## src/hdl/udmaf_pkg.sv

```systemverilog
// What this block does
// - eleven low bit times set break flag
// - eleven bits cover whole frame plus stop
// - break flag sticky until clear or reset
// - break with uart and reset enable requests programming reset
// - double buffer gives back-to-back frames, one stop
// - double buffer off means single-buffered transmit
// - empty buffer write loads shifter, interrupts now if double buffered
// - last char interrupt at stop start/end
// - queued write interrupts at stop start/end
// - write racing final stop resolved deterministically
// - double buffer captures ninth bit with data
// - nine-bit modes store received ninth bit
// - filter on: receive only when ninth is one
// - filter ignored in mode 0, off mode 1
// - error select 0, filter on: flag during ninth bit
// - error select 1: flag during stop bit
// - filter accepts only given or broadcast address
// - given address is masked match value
// - broadcast address is value or mask ones
// - match value and mask reset to zero
// - bit value is majority of phases 7-9
// - accept only if flag clear and filter passes
// - missing stop bit sets sticky frame error unless filter on, ninth zero and select 1
package udmaf_pkg;

  localparam logic [3:0] PH_S1      = 4'h7;
  localparam logic [3:0] PH_S2      = 4'h8;
  localparam logic [3:0] PH_S3      = 4'h9;
  localparam logic [3:0] PH_LAST    = 4'hF;
  localparam logic [3:0] BREAK_BITS = 4'hB;
  localparam logic [3:0] LAST_DATA8 = 4'h7;
  localparam logic [3:0] LAST_DATA9 = 4'h8;
  localparam logic [1:0] MODE_SYNC  = 2'h0;
  localparam logic [7:0] MATCH_RST  = 8'h00;

  typedef enum logic [1:0] {RX_IDLE, RX_START, RX_DATA, RX_STOP} udmaf_rx_st_t;
  typedef enum logic [2:0] {TX_IDLE, TX_START, TX_DATA, TX_NINTH, TX_STOP}
    udmaf_tx_st_t;

  typedef struct packed {
    logic [1:0] mode;
    logic       uart_enable;
    logic       tx_double_buffer_enable;
    logic       last_char_irq_select;
    logic       tx_irq_at_stop_end;
    logic       addr_filter_enable;
    logic       error_bit_select;
    logic       break_reset_enable;
  } udmaf_cfg_t;

  typedef struct packed {
    logic       ninth;
    logic [7:0] data;
  } udmaf_rx_word_t;

  function automatic logic udmaf_maj3(input logic a, input logic b,
                                      input logic c);
    return (a & b) | (a & c) | (b & c);
  endfunction

  function automatic logic udmaf_addr_match(input logic [7:0] rx,
                                            input logic [7:0] val,
                                            input logic [7:0] mask);
    logic given;
    logic bcast;
    given = (((rx ^ val) & mask) == 8'h00);
    bcast = (((val | mask) & ~rx) == 8'h00);
    return given | bcast;
  endfunction

endpackage

```

## src/hdl/udmaf_skid2.sv

```systemverilog
`timescale 1ns/1ns
module udmaf_skid2 #(
  parameter int unsigned W = 9
) (
  input  wire logic         i_core_clk,
  input  wire logic         i_reset,
  input  wire logic         i_in_valid,
  output logic              o_in_ready,
  input  wire logic [W-1:0] i_in_data,
  output logic              o_out_valid,
  input  wire logic         i_out_ready,
  output logic      [W-1:0] o_out_data
);
  typedef struct packed {
    logic [1:0][W-1:0] mem;
    logic              wp;
    logic              rp;
    logic [1:0]        cnt;
  } udmaf_sk_st_t;

  udmaf_sk_st_t q;
  udmaf_sk_st_t n;
  logic         push;
  logic         pop;

  assign o_in_ready  = (q.cnt != 2'h2);
  assign o_out_valid = (q.cnt != 2'h0);
  assign o_out_data  = q.mem[q.rp];
  assign push        = i_in_valid && o_in_ready;
  assign pop         = o_out_valid && i_out_ready;

  always_comb begin
    n = q;
    if (push) begin
      n.mem[q.wp] = i_in_data;
      n.wp        = ~q.wp;
    end
    if (pop) begin
      n.rp = ~q.rp;
    end
    if (push && !pop) begin
      n.cnt = q.cnt + 2'h1;
    end else if (pop && !push) begin
      n.cnt = q.cnt - 2'h1;
    end
  end

  always_ff @(posedge i_core_clk) begin
    if (i_reset) begin
      q <= '0;
    end else begin
      q <= n;
    end
  end
endmodule

```

## src/hdl/udmaf_uart.sv

```systemverilog
`timescale 1ns/1ns
module udmaf_uart
  import udmaf_pkg::*;
(
  input  wire logic           i_core_clk,
  input  wire logic           i_reset,
  input  wire logic           i_baud16_tick,
  input  udmaf_cfg_t          i_cfg,
  input  wire logic           i_serial_buffer_wr,
  input  wire logic [7:0]     i_serial_buffer_wdata,
  input  wire logic           i_tx_ninth_bit,
  input  wire logic           i_match_wr,
  input  wire logic [7:0]     i_slave_match_value,
  input  wire logic [7:0]     i_slave_match_mask,
  input  wire logic           i_clr_receive_done,
  input  wire logic           i_clr_frame_error,
  input  wire logic           i_clr_line_low,
  input  wire logic           i_rxd,
  output logic                o_txd,
  output logic                o_tx_irq,
  output logic                o_tx_busy,
  output logic                o_tx_buffer_full,
  output logic                o_receive_done_flag,
  output logic                o_frame_error_flag,
  output logic                o_line_low_detect_flag,
  output logic                o_rx_ninth_bit,
  output logic                o_isp_reset_req,
  output logic                o_rx_valid,
  input  wire logic           i_rx_ready,
  output udmaf_rx_word_t      o_rx_word
);
  typedef struct packed {
    logic [3:0]   rph;
    logic [1:0]   smp;
    logic         rx_prev;
    udmaf_rx_st_t rst;
    logic [3:0]   rbit;
    logic [8:0]   rsh;
    logic         early;
    logic         ri;
    logic         fe;
    logic         br;
    logic         rb8;
    logic [3:0]   blow;
    logic         armed;
    logic         in_system_programming;
    logic [7:0]   sval;
    logic [7:0]   smask;
    logic [3:0]   tph;
    udmaf_tx_st_t tst;
    logic [2:0]   tbit;
    logic [8:0]   tsh;
    logic [8:0]   tbuf;
    logic         tbuf_full;
    logic         owed;
    logic         txd;
    logic         tx_irq;
  } udmaf_st_t;

  udmaf_st_t      q;
  udmaf_st_t      n;
  logic           bit_done;
  logic           vbit;
  logic           filt;
  logic           nine;
  logic           wr;
  logic           tend;
  logic           stop_begin;
  logic           stop_end;
  logic           irq_point;
  logic           fifo_ready;
  logic           push;
  udmaf_rx_word_t push_word;

  assign bit_done   = i_baud16_tick && (q.rph == PH_S3);
  assign vbit       = udmaf_maj3(q.smp[1], q.smp[0], i_rxd);
  // filtering only exists in the nine-bit modes; ignored in mode 0
  assign filt       = i_cfg.addr_filter_enable && i_cfg.mode[1];
  assign nine       = i_cfg.mode[1];
  assign wr         = i_serial_buffer_wr && (i_cfg.mode != MODE_SYNC);
  assign tend       = i_baud16_tick && (q.tph == PH_LAST);
  assign stop_begin = tend && ((q.tst == TX_NINTH) ||
                      (q.tst == TX_DATA && q.tbit == 3'h7 && !nine));
  assign stop_end   = tend && (q.tst == TX_STOP);
  assign irq_point  = i_cfg.tx_irq_at_stop_end ? stop_end : stop_begin;

  always_comb begin
    n         = q;
    n.tx_irq  = 1'b0;
    n.in_system_programming     = 1'b0;
    n.rx_prev = i_rxd;
    push      = 1'b0;
    push_word = '0;
    // clears first so that a set in the same cycle wins
    if (i_clr_receive_done) begin
      n.ri = 1'b0;
    end
    if (i_clr_frame_error) begin
      n.fe = 1'b0;
    end
    if (i_clr_line_low) begin
      n.br = 1'b0;
    end
    if (i_match_wr) begin
      n.sval  = i_slave_match_value;
      n.smask = i_slave_match_mask;
    end
    // bit timer free-runs when idle so breaks are timed without a frame
    if (i_baud16_tick) begin
      n.rph = q.rph + 4'h1;
      if (q.rph == PH_S1 || q.rph == PH_S2) begin
        n.smp = {q.smp[0], i_rxd};
      end
    end
    unique case (q.rst)
      RX_IDLE: begin
        if (q.rx_prev && !i_rxd && i_cfg.mode != MODE_SYNC) begin
          n.rph = 4'h0;
          n.rst = RX_START;
        end
      end
      RX_START: begin
        if (bit_done) begin
          n.rst   = vbit ? RX_IDLE : RX_DATA;
          n.rbit  = 4'h0;
          n.early = 1'b0;
        end
      end
      RX_DATA: begin
        if (bit_done) begin
          n.rsh[q.rbit] = vbit;
          n.rbit        = q.rbit + 4'h1;
          if (q.rbit == (nine ? LAST_DATA9 : LAST_DATA8)) begin
            n.rst = RX_STOP;
          end
          if (nine && q.rbit == LAST_DATA9 && filt &&
              !i_cfg.error_bit_select) begin
            n.early = 1'b1;
            if (!q.ri && vbit && fifo_ready &&
                udmaf_addr_match(q.rsh[7:0], q.sval, q.smask)) begin
              n.ri      = 1'b1;
              n.rb8     = vbit;
              push      = 1'b1;
              push_word = {vbit, q.rsh[7:0]};
            end
          end
        end
      end
      RX_STOP: begin
        if (bit_done) begin
          n.rst = RX_IDLE;
          // no frame error for a frame with ninth bit zero under the filter when select is 1
          if (!vbit && !(filt && !q.rsh[8] && i_cfg.error_bit_select)) begin
            n.fe = 1'b1;
          end
          // in mode 1 the stop bit takes the ninth-bit place
          if (!q.early && !q.ri && fifo_ready && (!filt ||
              (q.rsh[8] && udmaf_addr_match(q.rsh[7:0], q.sval,
                                            q.smask)))) begin
            n.ri      = 1'b1;
            n.rb8     = nine ? q.rsh[8] : vbit;
            push      = 1'b1;
            push_word = {n.rb8, nine ? q.rsh[7:0] : q.rsh[7:0]};
          end
        end
      end
    endcase
    // break counter saturates so one long break sets the flag once
    if (bit_done) begin
      if (vbit) begin
        n.blow  = 4'h0;
        n.armed = 1'b1;
      end else if (q.blow != BREAK_BITS) begin
        n.blow = q.blow + 4'h1;
        if (q.blow == BREAK_BITS - 4'h1 && q.armed) begin
          n.br    = 1'b1;
          n.armed = 1'b0;
          n.in_system_programming   = i_cfg.uart_enable && i_cfg.break_reset_enable;
        end
      end
    end
    // transmitter
    if (q.tst != TX_IDLE && i_baud16_tick) begin
      n.tph = q.tph + 4'h1;
    end
    if (wr) begin
      if (q.tst == TX_IDLE && !q.tbuf_full) begin
        n.tsh    = {i_tx_ninth_bit, i_serial_buffer_wdata};
        n.tst    = TX_START;
        n.tph    = 4'h0;
        n.tx_irq = i_cfg.tx_double_buffer_enable;
      end else if (i_cfg.tx_double_buffer_enable) begin
        // no stall: a third write replaces the queued one
        n.tbuf      = {i_tx_ninth_bit, i_serial_buffer_wdata};
        n.tbuf_full = 1'b1;
        n.owed      = 1'b1;
      end
    end
    if (irq_point) begin
      if (!i_cfg.tx_double_buffer_enable) begin
        n.tx_irq = 1'b1;
      end else if (n.owed || (i_cfg.last_char_irq_select &&
                              !n.tbuf_full)) begin
        n.tx_irq = 1'b1;
        n.owed   = 1'b0;
      end
    end
    unique case (q.tst)
      TX_IDLE: begin
      end
      TX_START: begin
        if (tend) begin
          n.tst  = TX_DATA;
          n.tbit = 3'h0;
        end
      end
      TX_DATA: begin
        if (tend) begin
          n.tbit = q.tbit + 3'h1;
          if (q.tbit == 3'h7) begin
            n.tst = nine ? TX_NINTH : TX_STOP;
          end
        end
      end
      TX_NINTH: begin
        if (tend) begin
          n.tst = TX_STOP;
        end
      end
      TX_STOP: begin
        // a write in this very cycle counts as queued data
        if (tend) begin
          if (n.tbuf_full) begin
            n.tsh       = n.tbuf;
            n.tbuf_full = 1'b0;
            n.tst       = TX_START;
            n.tph       = 4'h0;
            if (n.owed) begin
              n.tx_irq = 1'b1;
              n.owed   = 1'b0;
            end
          end else begin
            n.tst = TX_IDLE;
          end
        end
      end
    endcase
    unique case (n.tst)
      TX_IDLE:  n.txd = 1'b1;
      TX_START: n.txd = 1'b0;
      TX_DATA:  n.txd = n.tsh[n.tbit];
      // single buffer reads the ninth bit live as it goes out
      TX_NINTH: n.txd = i_cfg.tx_double_buffer_enable ? n.tsh[8]
                                                       : i_tx_ninth_bit;
      TX_STOP:  n.txd = 1'b1;
    endcase
  end

  always_ff @(posedge i_core_clk) begin
    if (i_reset) begin
      q         <= '0;
      q.rx_prev <= 1'b1;
      q.armed   <= 1'b1;
      q.txd     <= 1'b1;
      q.sval    <= MATCH_RST;
      q.smask   <= MATCH_RST;
    end else begin
      q <= n;
    end
  end

  udmaf_skid2 #(
    .W (9)
  ) u_rx_buf (
    .i_core_clk  (i_core_clk),
    .i_reset     (i_reset),
    .i_in_valid  (push),
    .o_in_ready  (fifo_ready),
    .i_in_data   (push_word),
    .o_out_valid (o_rx_valid),
    .i_out_ready (i_rx_ready),
    .o_out_data  (o_rx_word)
  );

  assign o_txd                  = q.txd;
  assign o_tx_irq               = q.tx_irq;
  assign o_tx_busy              = (q.tst != TX_IDLE);
  assign o_tx_buffer_full       = q.tbuf_full;
  assign o_receive_done_flag    = q.ri;
  assign o_frame_error_flag     = q.fe;
  assign o_line_low_detect_flag = q.br;
  assign o_rx_ninth_bit         = q.rb8;
  assign o_isp_reset_req        = q.in_system_programming;
endmodule

```

## config.mk

```make
export PLATFORM = sky130hd
export DESIGN_NAME = udmaf_uart
export DESIGN_NICKNAME = d
export VERILOG_FILES = /design/src/hdl/udmaf_pkg.sv /design/src/hdl/udmaf_skid2.sv /design/src/hdl/udmaf_uart.sv
export SDC_FILE = /design/constraint.sdc
export NUM_CORES = 1
export LEC_CHECK = 0
export ABC_AREA = 1
export BUFFER_PORTS_ARGS = -buffer_cell sky130_fd_sc_hd__buf_2
export CORE_AREA = 3 3 113 115
export DETAILED_ROUTE_END_ITERATION = 8
export DIE_AREA = 0 0 116 118
export GPL_ROUTABILITY_DRIVEN = 0
export MAX_ROUTING_LAYER = met4
export PLACE_DENSITY = 0.61
export SETUP_SLACK_MARGIN = 0.2
export SKIP_CTS_REPAIR_TIMING = 1
export SLEW_MARGIN = 10
export SYNTH_ARGS = -nofsm -noshare
export SYNTH_HDL_FRONTEND = slang
export SYNTH_SLANG_ARGS = --single-unit
```

## constraint.sdc

```tcl
create_clock -name i_core_clk -period 3.1 [get_ports i_core_clk]
set_clock_uncertainty 0.2 [all_clocks]
set_input_delay 0.62 -clock i_core_clk [delete_from_list [all_inputs] [get_ports i_core_clk]]
set_output_delay 0.62 -clock i_core_clk [all_outputs]
set_load 0.05 [all_outputs]
```

======== After elaboration in Yosys (flattened, before gate mapping) ========
Cells that the tools add are included.
storage, ports and cells
  memories kept ........................... 0
  latch bits .............................. 0
  bits in read-only memories .............. 0
  register bits after elaboration ......... 103
  word-level logic and storage cells ...... 264
  input port bits ......................... 44
  memory bits (writable) .................. 0
  output and inout port bits .............. 19
operators by class
  divide/modulo/power cells ............... 0
  $lt $le $gt $ge ......................... 6
  multipliers ............................. 0
  equality and inequality tests ........... 29
  add/subtract/negate cells ............... 7
  reduce and logical (&&, ||, !) cells .... 74
  mux-type cells .......................... 102
  bitwise logic cells ..................... 16
  shift operators ......................... 0
operators with widths
  operator             count
  $mux 9               12
  $mux 1               41
  $logic_and 1x1->1    34
  $mux 6               5
  $mux 2               12
  $mux 4               6
  $mux 11              2
  $mux 7               3
  $eq 4x4->1 const B   5
  $mux 20              1
  $bwmux 18            1
  $ne 2x2->1 const B   9
  $pmux 9 s2           1
  $mux 17              1
  $add 4x1->4 const B  4
  $and 8x8->8          2
  $logic_not 8->1      2
  $reduce_bool 2->1    7
  $logic_not 1->1      13
  $eq 3x2->1 const B   4
  $pmux 3 s4           1
  $bwmux 9             1
  $demux 9 s1          1
  $eq 3x3->1 const B   3
  40 further kinds     63

======== Logic depth before layout (Yosys ltp) ========
  word-level depth ........................ 15
  mapped depth ............................ 19
  mapped depth without buffers ............ 18

======== By module ========
Synthesis repeated with hierarchy kept, for this count alone.
unflattened totals
  cell total of the unflattened synthesis .. 807
  area, all modules ....................... 5413.9 um2
modules (own cells, without submodules)
  module       area an instance (um2)  cells each  instances  seq. area each (um2)
  udmaf_uart   4346.7                  641         1          1621.6
  udmaf_skid2  1067.3                  166         1          440.4

======== Least setup slack after synthesis ========
No wires, ideal clock.
  path kind ............................... register to output
  from .................................... reg u_rx_buf.q[2] (netlist bit)
  to ...................................... out o_rx_word[6] (netlist bit)
  buffers on the path ..................... 2
  slack ................................... 0.521 ns
  arrival time ............................ 1.759 ns
  required time ........................... 2.280 ns
  stages on the path, launching flop included .. 4
  cell sequence ........................... dfxtp_1 -> clkbuf_1 -> clkbuf_1 -> o21ai_0
RTL lines
  item                    line               source
  start, declared         udmaf_skid2.sv:21  udmaf_sk_st_t q;
  start signal, assigned  udmaf_skid2.sv:52  q <= n;
  end, declared           udmaf_uart.sv:30   output udmaf_rx_word_t o_rx_word

======== Worst setup path in the final report ========
  from .................................... reg q[68] (netlist bit)
  to ...................................... reg u_rx_buf.q[1] (netlist bit)
between the ends
  word-level cells in the longest chain between the ends .. 11
  elaborated cells on any way between the ends .. 13
  classes of those cells .................. 1 x eq/ne; 4 x mux; 8 x reduce/logical
ends and longest elaborated chain
  item                                line               source
  start, declared                     udmaf_uart.sv:60   udmaf_st_t q;
  start signal, assigned              udmaf_uart.sv:268  q <= n;
  $eq 4x4->1 (*)                      udmaf_uart.sv:136  if (nine && q.rbit == LAST_DATA9 && filt &&
  $logic_and 1x1->1 (*) (3 in a row)  udmaf_uart.sv:136
  $mux 1 (*)                          udmaf_uart.sv:136
  $mux 1 (*)                          udmaf_uart.sv:130  if (bit_done) begin
  $pmux 1 s2 (*)                      udmaf_uart.sv:115  unique case (q.rst)
  $logic_and 1x1->1 (*)               udmaf_skid2.sv:29  assign push = i_in_valid && o_in_ready;
  via u_rx_buf.push                   udmaf_skid2.sv:23  logic push;
  $logic_not 1->1                     udmaf_skid2.sv:43  end else if (pop && !push) begin
  $logic_and 1x1->1                   udmaf_skid2.sv:43
  $reduce_bool 2->1 (no source line)  n/a
The timed path passes the listed nets; every way through them passes the cells marked *.
A chain may end at the register's enable or synchronous reset.

==> metrics.log <==
INFO  metric run_status = complete, no violations
INFO  metric hold_start = o_line_low_detect_flag
INFO  metric mappedNetlistNets = around 850
INFO  metric clock_tree_from_tritoncts = done
INFO  metric post_synth_num_cell_types = 38
INFO  metric synth.avg_cell_area = between 6 and 7 µm²
INFO  metric category_of_the_most_critical_setup_path = register to register
INFO  metric crit_path_start_kind = register
INFO  metric critical_path_buf_inv_count = 2
INFO  metric ir_worst_vdd = roughly 250 µV
INFO  metric antenna_found_initial = 0
INFO  metric crit_chain = inv_1, ha_1, nand2_1, nor3_2, o21ai_1, nor2_4, nand2_1, inv_2, ha_1, a21oi_1, o21ai_0, o21ai_0, a21oi_1
INFO  metric max_slew.worst_pin.slew = 0.6493 ns
INFO  metric grt.total_usage = approximately 20%
INFO  metric critical_path.max_stage_delay = around 0.41 ns
INFO  metric avgViaCountPerCell = approximately 5.0
INFO  metric setup-violations-final = 0
INFO  metric netlist_area = between 5000 and 6000 µm²
INFO  metric cp_max_stage_cell = dfxtp_1
INFO  metric htree_levels = 3
INFO  metric placement_rows = 40
INFO  metric ys.warnings.count = 0
INFO  metric postSynthRegisterBits = 103
INFO  metric drc_errors = 0
INFO  metric cts.clk_slew.worst_paths = roughly 0.06 ns
INFO  metric synthCells = slightly below 800
INFO  metric numCtsBuffers = 9
INFO  metric flow.area_growth_from_synthesis = 12.71%
INFO  metric maxSlewViolCount = 0
INFO  metric setup_total_negative_slack = 0 ns
INFO  metric maxCapViolations = 0
INFO  metric drt-wirelength-per-cell = 12.51 µm
INFO  metric worst_skew_pair.late_latency = 0.35 ns
INFO  metric detail-route-antenna-nets = 0
INFO  metric fp.coreArea = 11910 µm²
INFO  metric reg2reg_from = q[68]
INFO  metric design.portCount = 63
INFO  metric cp_data_required_time = between 3 and 4 ns
INFO  metric design.final.nets = between 900 and 1000
INFO  metric tritoncts_num_sinks = about 100
INFO  metric cts_root_buffer = clkbuf_16
INFO  metric routed_wl = around 13000 µm
INFO  metric overflow = 0
INFO  metric numPortBuffers = 62
INFO  metric dr.pass1.iters = 4
INFO  metric cp_top_family = compound AO/OA/AOI/OAI gates
INFO  metric critPathArrivalTime = about 2.5 ns
INFO  metric finish.utilization = between 50% and 60%
INFO  metric max_flop_register = q
INFO  metric top_regs = q (73), u_rx_buf.q (22)
INFO  metric global_route_wire_length_before_repair = around 22000 µm
INFO  metric min_period_over_period = about four fifths
INFO  metric worst_slew_margin_rel = between 50% and 60%
INFO  metric crit_start = q[68]
INFO  metric postLayoutCellArea = between 5000 and 6000 µm²
INFO  metric detailed_place_hpwl = between 8000 and 9000 µm
INFO  metric min-delay-path-class = register to register
INFO  metric final_critical_delay_including_setup_and_external_delays = between 2 and 2.5 ns
INFO  metric routed-via-count = 4983
INFO  metric clk_path_buf_depth = 2
INFO  metric static-leakage-power = roughly 0.0030 µW
INFO  metric initial_util = ~45%
INFO  metric antennaDiodeCount = 0
INFO  metric multi_input_area = 2655 µm²
INFO  metric largest_register_ffs = 73
INFO  metric floorplan.die.height = approximately 120 µm
INFO  metric worst-path-max-fanout = 6
INFO  metric drc_violation_total_after_the_first_tritonroute_iteration = 328
INFO  metric sequential_cell_area = 2062 µm²
INFO  metric fillCellCount = 1202
INFO  metric dpl-instance-area = roughly 5700 µm²
INFO  metric end_kind = register
INFO  metric die_area = 13690 µm²
INFO  metric hold_vio_cnt_final = 0
INFO  metric floorplan.die.width = around 120 µm
INFO  metric via_count_of_the_first_global_routing_pass = between 4000 and 5000
INFO  metric grt_setup_unrepaired = false
INFO  metric grt_start_max_net_pins = 49
INFO  metric synth-seq-area-share = between 30 and 40%
INFO  metric post_route_cells_drive_above_1_share = between 10% and 20%
INFO  metric pwr_density_cell = ~460 nW/µm²
INFO  metric achievable-frequency = between 0.4 and 0.5 GHz
power by group:
part,switching (µW),leakage [µW],total (µW),internal (µW)
Combinational,193,0.00201,291,98.1
Sequential,34.6,0.000837,1400,1370
Clock,478,0.000131,1070,591
worst reg2reg max path, delay by kind of cell (launching register included):
kind                     cells  cell delay, ns
AO/OA/AOI/OAI                5            0.71
AND/OR/NAND/NOR              4            0.34
buffers and inverters        2            0.17
flip-flops                   1            0.41
adder cells (fa/ha/maj)      2            0.55
cells in the final DEF (no fill, tap or decap):
cell type | netlist | final
nor3b_1 | 1 | 1
and3_1 | 1 | 1
buf_4 | 2 | 6
nand3_1 | 50 | 50
nor2_4 | 3 | 3
dfxtp_1 | 103 | 103
ha_1 | 14 | 14
a21oi_1 | 42 | 42
o21ai_0 | 59 | 59
nand2_1 | 194 | 194
nor2_2 | 2 | 2
clkbuf_16 | 0 | 9
o21a_1 | 1 | 1
nand3_2 | 5 | 5
a21oi_2 | 1 | 1
a211oi_1 | 3 | 3
inv_1 | 107 | 107
o21ai_1 | 4 | 4
clkbuf_1 | 13 | 5
nor3_2 | 1 | 1
clkbuf_8 | 0 | 2
inv_2 | 16 | 16
nor3_1 | 6 | 6
o22ai_1 | 2 | 2
xor2_1 | 5 | 5
nand2_2 | 4 | 4
o311ai_0 | 1 | 1
a32oi_1 | 2 | 2
buf_2 | 3 | 62
nor2_1 | 98 | 98
nand2_4 | 1 | 1
clkinv_1 | 1 | 1
nand4_1 | 25 | 25
a311oi_1 | 1 | 1
a31oi_1 | 7 | 7
nor2_8 | 1 | 1
xnor2_1 | 3 | 3
nand3b_1 | 6 | 6
routing by layer:
metal	GRT usage, %	up-vias	share of wire [%]
met5	-	-	0
met2	31.65	81	48
met4	6.309	0	1.7
met1	24.12	2233	47
li1	-	2652	-
met3	5.193	17	4.2
cell usage after synthesis (all sizes together):
cell type | count | area share [%]
a32oi | 2 | 0.33
nand4 | 25 | 2.9
dfxtp | 103 | 39
nor2 | 104 | 8.2
nor3 | 7 | 0.75
a31oi | 7 | 0.82
o21ai | 63 | 5.9
o311ai | 1 | 0.16
xnor2 | 3 | 0.49
a311oi | 1 | 0.16
and3 | 1 | 0.12
nand3 | 55 | 5.6
xor2 | 5 | 0.82
inv | 123 | 8.7
o21a | 1 | 0.14
a211oi | 3 | 0.42
nor3b | 1 | 0.14
clkinv | 1 | 0.071
nand3b | 6 | 0.85
o22ai | 2 | 0.24
clkbuf | 13 | 0.92
ha | 14 | 3.3
a21oi | 43 | 4.1
nand2 | 199 | 14
buf | 12 | 1.6
path summary, 6_finish.rpt:
check                            to  slack [ns]  cells past startpoint
max                   u_rx_buf.q[1]        0.61                     13
min          o_line_low_detect_flag        0.26                      2
max reg2reg           u_rx_buf.q[1]        0.61                     13
min reg2reg  o_line_low_detect_flag        0.26                      2
logic make-up (layout without fill, tap and decap cells):
| group | Yosys count | after routing | share of synthesized area [%] |
|---|---|---|---|
| AOI/OAI and AO/OA | 123 | 123 | 12.33 |
| xor gates and xnor gates | 8 | 8 | 1.318 |
| adders and majority gates | 14 | 14 | 3.294 |
| buffers and inverters | 149 | 208 | 11.29 |
| DFF | 103 | 103 | 38.78 |
| and+or+nand+nor | 398 | 398 | 32.99 |
per-stage QoR:
step                total power (µW)  setup WS [ns]  instances  hold slack, ns
finish                          2761         0.6084       1001          0.2637
global route                    2898         0.2925       1001          0.2974
CTS                             2798         0.5661       1001          0.2648
detailed placement              1720         0.4300        985          0.2546
global placement                1713         0.5906        985          0.2496
floorplan                       1632         0.5209        795          0.2405
cell type report:
class	instances	share of cell area, %
Multi-Input combinational cell	543	44.30
Clock buffer	16	4.530
Sequential cell	103	34.41
Tap cell	147	3.069
Inverter	124	7.766
Timing Repair Buffer	68	5.929
(Power assumes the default switching activity.)
